`src/logic/charger_power_path_defs.vh`:
```
`ifndef CHARGER_POWER_PATH_DEFS_VH
`define CHARGER_POWER_PATH_DEFS_VH

// clocks
`define SYS_CLK_HZ          25000000
`define TICK_HZ             125000
`define TICK_DIV            (`SYS_CLK_HZ / `TICK_HZ)
`define TICK_CNT_W          8

// input qualification (immunity) time, in microseconds and in ticks
`define QUAL_TIME_US        200
`define QUAL_TICKS          ((`QUAL_TIME_US * `TICK_HZ + 999999) / 1000000)
`define QUAL_CNT_W          6

// watchdog periods: seconds for the documented setting, ticks derived
`define WDT_163_S           163
`define WDT_163_TICKS       (`WDT_163_S * `TICK_HZ)
`define WDT_CNT_W           25

// register bus
`define ADDR_W              4
`define DATA_W              8
`define ADDR_CTRL           4'h0
`define ADDR_STATUS         4'h1

// control register fields
`define CTRL_HIZ            0
`define CTRL_INHIBIT        1
`define CTRL_TREG_LO        2
`define CTRL_TREG_HI        3
`define CTRL_WDT_LO         4
`define CTRL_WDT_HI         5
`define CTRL_RESET          8'h0c

// watchdog period field codes
`define WDT_OFF             2'b00
`define WDT_SEL_1           2'b01
`define WDT_SEL_2           2'b10
`define WDT_SEL_163         2'b11

// status register fields
`define STAT_PASS           0
`define STAT_CHG_EN         1
`define STAT_BATT_ON        2
`define STAT_SUPPLEMENT     3
`define STAT_CHG_REDUCE     4
`define STAT_SYS_REG        5
`define STAT_WDT_EXPIRED    6
`define STAT_QUALIFYING     7

`endif

```
`src/logic/power_path_tick.v`:
```
`timescale 1ns/1ps
`default_nettype none

`include "charger_power_path_defs.vh"

// divides the system clock down to the internal 125 kHz tick
module power_path_tick #(
    parameter [`TICK_CNT_W-1:0] DIV = `TICK_DIV
) (
    // clock and reset
    input  wire clk_sys,
    input  wire reset_n,
    // tick out
    output reg  tick
);

    reg [`TICK_CNT_W-1:0] count;   // cycles since last tick

    // free running divider, one-cycle pulse every DIV cycles
    always @(posedge clk_sys or negedge reset_n) begin
        if (!reset_n) begin
            count <= {`TICK_CNT_W{1'b0}};
            tick  <= 1'b0;
        end else if (count == DIV - 1'b1) begin
            count <= {`TICK_CNT_W{1'b0}};
            tick  <= 1'b1;
        end else begin
            count <= count + 1'b1;
            tick  <= 1'b0;
        end
    end

endmodule // power_path_tick

`default_nettype wire

```
`src/logic/charger_power_path_control.v`:
```
// Implementation choices: strobed register access and the address map.
`timescale 1ns/1ps
`default_nettype none


// register map, 8-bit registers on a 4-bit address
//   0x0 control, read/write
//     bit 0    input path off, holds the pass switch open
//     bit 1    charge inhibit, battery charge path only
//     [3:2]    die temperature threshold select, 11 by default
//     [5:4]    watchdog period, 00 keeps the watchdog off
//     [7:6]    read as zero, writes ignored
//   0x1 status, read only
//     [5:0]    the six switch and loop outputs, in port order
//     bit 6    watchdog expired, sticky, cleared by reading status
//     bit 7    input qualification in progress
//   other addresses read as zero and drop their writes
//
// comparator inputs pass two flops of synchronisation and the switch
// outputs add one more, so an input change shows three edges later
//
// timing runs on a 125 kHz tick divided down from the system clock;
// qualification needs 25 ticks of unbroken good input, so the real
// wait lies between 24 and 25 tick periods, set by the tick phase
//
// limitations: the analog loops, the charge profile and battery
// temperature sensing live outside; this block only decides which
// switches may close and which loops must act, and it raises no
// interrupt, so software polls the status register

`include "charger_power_path_defs.vh"

module charger_power_path_control #(
    // watchdog lengths in ticks for the three enabled settings
    parameter [`WDT_CNT_W-1:0] WDT_TICKS_1   = 25'd5000000,
    parameter [`WDT_CNT_W-1:0] WDT_TICKS_2   = 25'd10000000,
    parameter [`WDT_CNT_W-1:0] WDT_TICKS_163 = `WDT_163_TICKS
) (
    // clock and reset
    input  wire               clk_sys,
    input  wire               reset_n,
    // register port
    input  wire [`ADDR_W-1:0] reg_addr,
    input  wire [`DATA_W-1:0] reg_wdata,
    input  wire               reg_wr,
    input  wire               reg_rd,
    output reg  [`DATA_W-1:0] reg_rdata,
    // supply comparators
    input  wire               in_above_uvlo,
    input  wire               batt_above_uvlo,
    input  wire               in_good,
    input  wire               in_fault,
    input  wire               in_above_target,
    input  wire               input_limited,
    input  wire               sys_below_batt,
    input  wire [3:0]         die_over_thresh,
    // switch and loop controls
    output reg                input_pass_switch,
    output reg                batt_charge_en,
    output reg                batt_switch_full_on,
    output reg                supplement_mode,
    output reg                charge_reduce,
    output reg                sys_regulate
);

    // one-hot codes keep each state a single flop; a stray code
    // lands in the default branch and falls back to off
    // qualification state machine, one-hot
    localparam [2:0] ST_OFF  = 3'b001;  // no good source
    localparam [2:0] ST_QUAL = 3'b010;  // immunity timer running
    localparam [2:0] ST_ON   = 3'b100;  // system path started

    // internal tick
    wire tick;                          // one pulse per 125 kHz period

    // synchronisers: first stage feeds only the second
    reg  [5:0] sync_a;                  // first stage
    reg  [5:0] sync_b;                  // second stage, used by logic
    wire       s_supply_ok;             // either supply above lockout
    wire       s_in_good;               // input recognised as good source
    wire       s_in_fault;              // input out of range
    wire       s_above_target;          // input above system target
    wire       s_limited;               // input current or voltage limited
    wire       s_sys_below_batt;        // system rail fell below battery
    reg  [3:0] temp_a;                  // die comparators, first stage
    reg  [3:0] temp_b;                  // die comparators, second stage

    // control state
    reg  [2:0]             state;       // qualification state
    reg  [2:0]             next_state;  // next qualification state
    reg  [`QUAL_CNT_W-1:0] qual_cnt;    // ticks spent qualifying
    reg  [`DATA_W-1:0]     ctrl;        // control register
    reg                    supply_q;    // supply_ok one cycle ago
    reg  [`WDT_CNT_W-1:0]  wdt_cnt;     // watchdog ticks elapsed
    reg                    wdt_expired; // sticky expiry flag
    reg  [`WDT_CNT_W-1:0]  wdt_limit;   // selected watchdog length
    wire                   regs_reset;  // hold registers at default
    wire                   wdt_fire;    // watchdog reached its limit
    wire                   stat_rd;     // status read this cycle
    wire                   ctrl_wr;     // control write this cycle
    wire                   thermal_hot; // die above selected threshold
    wire [`DATA_W-1:0]     status;      // live status word

    // the divider count is narrower than the 32-bit integer but holds the
    // ratio of 200, so cutting it to the counter width loses nothing
    localparam [31:0]            TICK_DIV_FULL = `TICK_DIV;
    localparam [`TICK_CNT_W-1:0] TICK_DIV_CUT  = TICK_DIV_FULL[`TICK_CNT_W-1:0];

    // the 125 kHz tick generator; one divider serves every timer here
    power_path_tick #(
        .DIV (TICK_DIV_CUT)
    ) u_tick (
        .clk_sys (clk_sys),
        .reset_n (reset_n),
        .tick    (tick)
    );

    // the comparators follow the analog supplies and know nothing of
    // this clock; two flops per line keep metastability out of the
    // state machine at the price of two cycles of latency
    // two flip-flop synchronisers for every comparator
    always @(posedge clk_sys or negedge reset_n) begin
        if (!reset_n) begin
            sync_a <= 6'h00;
            sync_b <= 6'h00;
            temp_a <= 4'h0;
            temp_b <= 4'h0;
        end else begin
            sync_a <= {sys_below_batt, input_limited, in_above_target,
                       in_fault, in_good, in_above_uvlo | batt_above_uvlo};
            sync_b <= sync_a;
            temp_a <= die_over_thresh;
            temp_b <= temp_a;
        end
    end

    assign s_supply_ok      = sync_b[0];
    assign s_in_good        = sync_b[1];
    assign s_in_fault       = sync_b[2];
    assign s_above_target   = sync_b[3];
    assign s_limited        = sync_b[4];
    assign s_sys_below_batt = sync_b[5];

    // registers stay at default while both supplies are below lockout
    // and are reset again on the rising edge of supply_ok
    assign regs_reset = !s_supply_ok || !supply_q;

    // remembers the synchronised supply flag so that its rise can be
    // seen; the registers are held one extra cycle on that rise
    always @(posedge clk_sys or negedge reset_n) begin
        if (!reset_n) begin
            supply_q <= 1'b0;
        end else begin
            supply_q <= s_supply_ok;
        end
    end

    // a fault or a lost input always wins over the timer, so the
    // system path never starts on a source that went bad mid-count
    // qualification next state
    always @* begin
        next_state = state;
        case (state)
            ST_OFF: begin
                // wait for a good input that is also in range
                if (s_in_good && !s_in_fault) begin
                    next_state = ST_QUAL;
                end
            end
            ST_QUAL: begin
                // any drop sends the count back to the start
                if (!s_in_good || s_in_fault) begin
                    next_state = ST_OFF;
                end else if (tick && qual_cnt == `QUAL_TICKS - 1) begin
                    next_state = ST_ON;      // still good at expiry
                end
            end
            ST_ON: begin
                // leave at once when the input fails or goes out of range
                if (!s_in_good || s_in_fault) begin
                    next_state = ST_OFF;
                end
            end
            default: begin
                // unreachable codes recover to the safe state
                next_state = ST_OFF;
            end
        endcase
    end

    // the counter is cleared on every entry to qualifying, so a source
    // that bounces never inherits ticks from an earlier attempt
    // qualification state and tick counter
    always @(posedge clk_sys or negedge reset_n) begin
        if (!reset_n) begin
            state    <= ST_OFF;
            qual_cnt <= {`QUAL_CNT_W{1'b0}};
        end else begin
            state <= next_state;
            // counter restarts whenever qualifying is left or entered anew
            if (next_state != ST_QUAL || state != ST_QUAL) begin
                qual_cnt <= {`QUAL_CNT_W{1'b0}};
            end else if (tick) begin
                qual_cnt <= qual_cnt + 1'b1;
            end
        end
    end

    // code 00 gives a zero limit, which the watchdog reads as off
    // watchdog length chosen by the period field
    always @* begin
        case (ctrl[`CTRL_WDT_HI:`CTRL_WDT_LO])
            `WDT_SEL_1:   wdt_limit = WDT_TICKS_1;
            `WDT_SEL_2:   wdt_limit = WDT_TICKS_2;
            `WDT_SEL_163: wdt_limit = WDT_TICKS_163;
            default:      wdt_limit = {`WDT_CNT_W{1'b0}};
        endcase
    end

    // bus decodes; the watchdog fires on the tick that ends its count
    assign ctrl_wr  = reg_wr && reg_addr == `ADDR_CTRL;
    assign stat_rd  = reg_rd && reg_addr == `ADDR_STATUS;
    assign wdt_fire = tick && wdt_limit != {`WDT_CNT_W{1'b0}}
                      && wdt_cnt == wdt_limit - 1'b1;

    // watchdog: any control write restarts it; expiry restores the
    // control defaults so a host that has hung cannot hold hi-z forever
    always @(posedge clk_sys or negedge reset_n) begin
        if (!reset_n) begin
            wdt_cnt <= {`WDT_CNT_W{1'b0}};
        end else if (regs_reset || ctrl_wr || wdt_fire ||
                     wdt_limit == {`WDT_CNT_W{1'b0}}) begin
            wdt_cnt <= {`WDT_CNT_W{1'b0}};
        end else if (tick) begin
            // counts whole ticks, so the period is exact to one tick
            wdt_cnt <= wdt_cnt + 1'b1;
        end
    end

    // a write landing in the expiry cycle cannot cancel the expiry, which
    // is what lets the watchdog win back a hung configuration
    // control register; watchdog expiry overrides a same-cycle write
    always @(posedge clk_sys or negedge reset_n) begin
        if (!reset_n) begin
            ctrl <= `CTRL_RESET;
        end else if (regs_reset || wdt_fire) begin
            ctrl <= `CTRL_RESET;
        end else if (ctrl_wr) begin
            // unused high bits stay zero
            ctrl <= {2'b00, reg_wdata[5:0]};
        end
    end

    // the flag stays until software has seen it or both supplies drop below lockout
    // sticky expiry flag, cleared by reading status; a new expiry wins
    always @(posedge clk_sys or negedge reset_n) begin
        if (!reset_n) begin
            wdt_expired <= 1'b0;
        end else if (regs_reset) begin
            wdt_expired <= 1'b0;
        end else if (wdt_fire) begin
            wdt_expired <= 1'b1;
        end else if (stat_rd) begin
            wdt_expired <= 1'b0;
        end
    end

    // index 3 is the hottest comparator and the default selection
    // die temperature against the selected regulation threshold
    assign thermal_hot = temp_b[ctrl[`CTRL_TREG_HI:`CTRL_TREG_LO]];

    // every output is a flop, so the analog side never sees a glitch
    // from the decode; the cost is one more cycle of latency
    // switch and loop outputs, all registered
    always @(posedge clk_sys or negedge reset_n) begin
        if (!reset_n) begin
            input_pass_switch   <= 1'b0;
            batt_charge_en      <= 1'b0;
            batt_switch_full_on <= 1'b0;
            supplement_mode     <= 1'b0;
            charge_reduce       <= 1'b0;
            sys_regulate        <= 1'b0;
        end else begin
            // pass switch needs a qualified, in-range input and no hi-z;
            // a fault removes it without waiting on the state machine
            input_pass_switch <= state == ST_ON && !s_in_fault
                                 && s_in_good
                                 && !ctrl[`CTRL_HIZ];
            // charging only through a live input path and without inhibit
            batt_charge_en    <= state == ST_ON && !s_in_fault && s_in_good
                                 && !ctrl[`CTRL_HIZ]
                                 && !ctrl[`CTRL_INHIBIT]
                                 && !s_sys_below_batt;
            // supplement when the input is qualified (ST_ON), even in hi-z, but cannot hold the rail
            supplement_mode   <= state == ST_ON && s_sys_below_batt;
            // discharge path ignores inhibit: full on in hi-z, when the
            // input is gone or the battery must help the load
            batt_switch_full_on <= state != ST_ON || s_in_fault || !s_in_good
                                   || ctrl[`CTRL_HIZ]
                                   || s_sys_below_batt;
            // charge current yields to heat and to the system load
            charge_reduce     <= thermal_hot || s_limited;
            // regulation to target only with enough headroom on the input
            sys_regulate      <= s_above_target;
        end
    end

    // built from the output flops, so status matches the pins
    // live status word
    assign status = {state == ST_QUAL, wdt_expired, sys_regulate, charge_reduce,
                     supplement_mode, batt_switch_full_on, batt_charge_en,
                     input_pass_switch};

    // zero between reads keeps stale data off the bus
    // read data in the cycle after the read strobe; unmapped reads zero
    always @(posedge clk_sys or negedge reset_n) begin
        if (!reset_n) begin
            reg_rdata <= {`DATA_W{1'b0}};
        end else if (reg_rd && reg_addr == `ADDR_CTRL) begin
            reg_rdata <= ctrl;
        end else if (stat_rd) begin
            reg_rdata <= status;
        end else begin
            reg_rdata <= {`DATA_W{1'b0}};
        end
    end

endmodule // charger_power_path_control

`default_nettype wire

```
`config.mk`:
```
export PLATFORM = sky130hd
export DESIGN_NAME = charger_power_path_control
export DESIGN_NICKNAME = d
export VERILOG_FILES = /design/src/logic/power_path_tick.v /design/src/logic/charger_power_path_control.v
export VERILOG_INCLUDE_DIRS = /design/src /design/src/logic
export SDC_FILE = /design/constraint.sdc
export NUM_CORES = 1
export LEC_CHECK = 0
export ABC_AREA = 1
export BUFFER_PORTS_ARGS = -buffer_cell sky130_fd_sc_hd__buf_2
export CAP_MARGIN = 25
export CORE_MARGIN = 4
export CORE_UTILIZATION = 41
export DETAILED_ROUTE_END_ITERATION = 6
export SLEW_MARGIN = 20
export SYNTH_ARGS = -nofsm -noshare
export SYNTH_HDL_FRONTEND = slang
export SYNTH_SLANG_ARGS = --single-unit
```
`constraint.sdc`:
```
create_clock -name clk_sys -period 2.3 [get_ports clk_sys]
set_clock_uncertainty 0.05 [all_clocks]
set_input_delay 0.23 -clock clk_sys [delete_from_list [all_inputs] [get_ports clk_sys]]
set_output_delay 0.23 -clock clk_sys [all_outputs]
set_load 0.03 [all_outputs]
```
==> impl_metrics.json <==
{
  "cts.sinks": 85,
  "whs_path_depth": 3,
  "worstPathCellList": "inv_1 -> ha_2 -> nor2_1 -> nor2_1 -> nand2_1 -> nor2_1 -> nand2_1 -> nor2_1 -> nand2_2 -> nand3_4 -> nor2_1",
  "min_from": "reg_wdata[3]",
  "die_h_um": 107,
  "cpMostUsedCell": "nor2_1",
  "grt.busiest_layer": "met2",
  "setup_violations": 0,
  "switching_share_pct": 26.7,
  "synthFlopType": "dfrtp_1",
  "ios": 41,
  "tightest_slew_ns": 0.473,
  "post_cts_buffers": 0,
  "cts.path.max_buffers": 2,
  "dp_hpwl_mm": 6.12,
  "start_util_pct": 41.9,
  "synthAdderAreaFrac_pct": 2.78,
  "min_period_over_period_pct": 90.5,
  "rsz0062_at_grt": "no",
  "period_needed_ns": 2.08,
  "dr.first_iter.drc_count": 131,
  "final_util_pct": 49.3,
  "cp_max_fo": 12,
  "synth_compound_area_share_pct": 3.24,
  "numCtsBuffers": 9,
  "syn_avg_cell_area_um2": 8.54,
  "critPathLaunchType": "flop",
  "crit_type": "flop to flop",
  "ys_types": 35,
  "clockRootBuffer": "clkbuf_8",
  "rrSetupSlack_ns": 0.22,
  "outcome": "finished, final reports clean",
  "ys.warnings.count": 0,
  "grt_use_met2_pct": 27.1,
  "irDropWorstVdd_uv": 404,
  "max_stage_delay_ns": 0.43,
  "maxCapViolCount": 0,
  "hold_viol": 0,
  "synth_top_area_cell": "dfrtp_1",
  "critPathBufInv": 1,
  "power_frac_clock_pct": 37.9,
  "ant_nets": 0,
  "grt_util_met1_pct": 19.3,
  "ys_seq_elements": 85,
  "numPortBuffers": 38,
  "instances_no_fill": 676,
  "place.gp.congestion": 0.912,
  "seq_power_share_pct": 56.3,
  "clk_pin_slew_ns": 0.10,
  "placed_cells": 646,
  "fmax_mhz": 481,
  "synth_xor_area_share_pct": 5.18,
  "clkLatencyLatePin_ns": 0.36,
  "hold_path_class": "primary input to flop",
  "reg2regPathDepth": 11,
  "yosys.area_share.simple_pct": 27.6,
  "grt_antenna_before_repair": 0,
  "p_sw_uw": 738,
  "vias": 3187,
  "p_int_mw": 2.02,
  "fin_tns_setup_ns": 0,
  "netlist_area_um2": 4060,
  "power_density_nw_per_um2": 578,
  "design.core.area_um2": 9680,
  "crit_slowest_cell": "ha_2",
  "fp.dieW_um": 107,
  "std_cell_rows": 36,
  "synth_most_common_cell": "nand2_1",
  "wl_per_cell_um": 12.8,
  "layout-drive-gt1-share_pct": 15.5,
  "max_slew_margin_pct": 68.2,
  "syn_inst": 475,
  "synth.area.top_cells": "dfrtp_1 (51%), nand2_1 (9.7%), nor2_1 (7.8%), inv_1 (6.3%), xor2_1 (3.5%)",
  "grt_use_met3_pct": 3.42,
  "syn-num-nets": 511,
  "firstDrtPassIters": 4,
  "p_comb_share_pct": 5.8,
  "grt_max_degree": 61,
  "arrival_ns": 2.27,
  "dieArea_um2": 11500,
  "n_antenna_cell": 0,
  "syn2layout_area_growth_pct": 17.7,
  "grt.total_usage_pct": 15.7,
  "worstReg2RegStart": "ctrl[5]",
  "synth_common_cells": "nand2_1 (105), nor2_1 (84), dfrtp_1 (82), inv_1 (68), nand3_1 (23)",
  "ys_seq_area_share_pct": 52.5,
  "cts_max_level": 3,
  "r2r_end": "wdt_cnt[1]",
  "final_nets": 574,
  "synth.mux.area_fraction_pct": 1.36,
  "vias_per_cell": 4.71,
  "cts_tree": "built",
  "critPathTopFamily": "simple AND/OR/NAND/NOR gates",
  "grt_remaining_overflow": 0,
  "grt_pass1_wl_mm": 14.4,
  "yosysTopAreaCellShare_pct": 50.6,
  "crit_required_ns": 2.49,
  "wl_mm": 8.69,
  "async_reset_ff_share_pct": 100,
  "grt_pass1_vias": 3174,
  "power_leakage_nw": 2.14,
  "maxSlewViolCount": 0,
  "synth_edf_count": 0,
  "hold_end": "ctrl[3]",
  "drcViolationCount": 0,
  "synth_top_family_by_area": "simple AND/OR/NAND/NOR gates",
  "endpoint_kind": "flop"
}
[cells in the final DEF (no fill, tap or decap), types with 2 or more instances in the layout]
cell	count
nand2_1	105
nor2_1	84
dfrtp_1	82
inv_1	68
buf_2	37
nand3_1	23
nor3_1	17
xor2_1	16
dlygate4sd3_1	12
clkbuf_8	9
a21oi_1	8
xnor2_1	8
ha_1	8
o22ai_1	6
nand4_1	5
o21ai_0	5
nor4_1	4
mux2_2	4
inv_8	4
buf_4	4
nand2_2	3
nor3_2	3
dfstp_2	3
inv_2	2
and3_1	2
nor2_2	2
nand3_4	2
nand3_2	2
nor2_4	2
clkinvlp_4	2
[power groups by stage]
stage / Combinational (mW) / Sequential (mW) / Clock (mW)
6_report: 0.161 / 1.55 / 1.05
5_1_grt: 0.182 / 1.56 / 1.15
4_1_cts: 0.159 / 1.55 / 1.09
3_5_place_dp: 0.143 / 1.58 / 0
3_3_place_gp: 0.138 / 1.58 / 0
2_1_floorplan: 0.0622 / 1.59 / 0
[metal layers]
layer,part of all wire [%],wire length [µm]
met5,0,0
met4,1.9,167
met2,50,4380
met1,44,3810
met3,3.7,319
[metrics by stage]
stage | hold slack, ns | power (mW) | setup WS [ns] | cell area, µm²
2_1_floorplan | -0.116 | 1.65 | 0.410 | 4060
3_3_place_gp | 0.110 | 1.72 | 0.206 | 4420
3_5_place_dp | 0.130 | 1.73 | 0.159 | 4420
4_1_cts | 0.0834 | 2.80 | 0.141 | 4740
5_1_grt | 0.0997 | 2.89 | 0.000221 | 4770
6_report | 0.110 | 2.76 | 0.219 | 4770
[worst max-delay path by stage]
stage,start,end,slack [ns],cells past startpoint
after CTS,ctrl[5],wdt_cnt[14],0.14,12
after global placement,ctrl[4],wdt_cnt[17],0.21,12
after global routing,ctrl[4],wdt_cnt[1],0.0002,12
after floorplan,ctrl[5],wdt_cnt[5],0.41,13
final,ctrl[5],wdt_cnt[1],0.22,11
after detailed placement,ctrl[5],wdt_cnt[14],0.16,11
[state kept, by name, indices dropped and copies added (netlist names)]
register,flops
u_tick.tick,1
qual_cnt,6
ctrl,6
temp_b,4
state,3
batt_switch_full_on,1
reg_rdata,8
sync_a,6
wdt_cnt,25
batt_charge_en,1
charge_reduce,1
sys_regulate,1
supply_q,1
supplement_mode,1
u_tick.count,8
sync_b,6
input_pass_switch,1
wdt_expired,1
temp_a,4
[cell families (layout without fill, tap and decap cells)]
family | after synthesis | in the layout
fa+ha+maj | 9 | 9
mux | 5 | 5
simple gates | 255 | 257
buf+inv | 74 | 140
compound gates | 23 | 23
flops | 85 | 85
xor+xnor | 24 | 24
[worst reg2reg max path, stage by stage, from the launching register on]
cell	delay, ns
dfrtp_1	0.41
inv_1	0.11
ha_2	0.43
nor2_1	0.06
nor2_1	0.11
nand2_1	0.06
nor2_1	0.11
nand2_1	0.07
nor2_1	0.11
nand2_2	0.17
nand3_4	0.22
nor2_1	0.06
[timing repair]
action                     4_1_cts  5_1_grt
hold buffers                    12        0
setup endpoints to repair        0       25
resized for setup                0        2
hold endpoints to repair        35        0
[area by class of cell]
class,instances,area (µm²)
timing repair buffer,54,355
clock inverter,7,76.3
fill,946,4910
sequential,85,2130
clock buffer,9,124
multi-input combinational,318,1660
inverter,70,263
tap,133,166
Note: power is estimated with default switching activity, not from simulation.
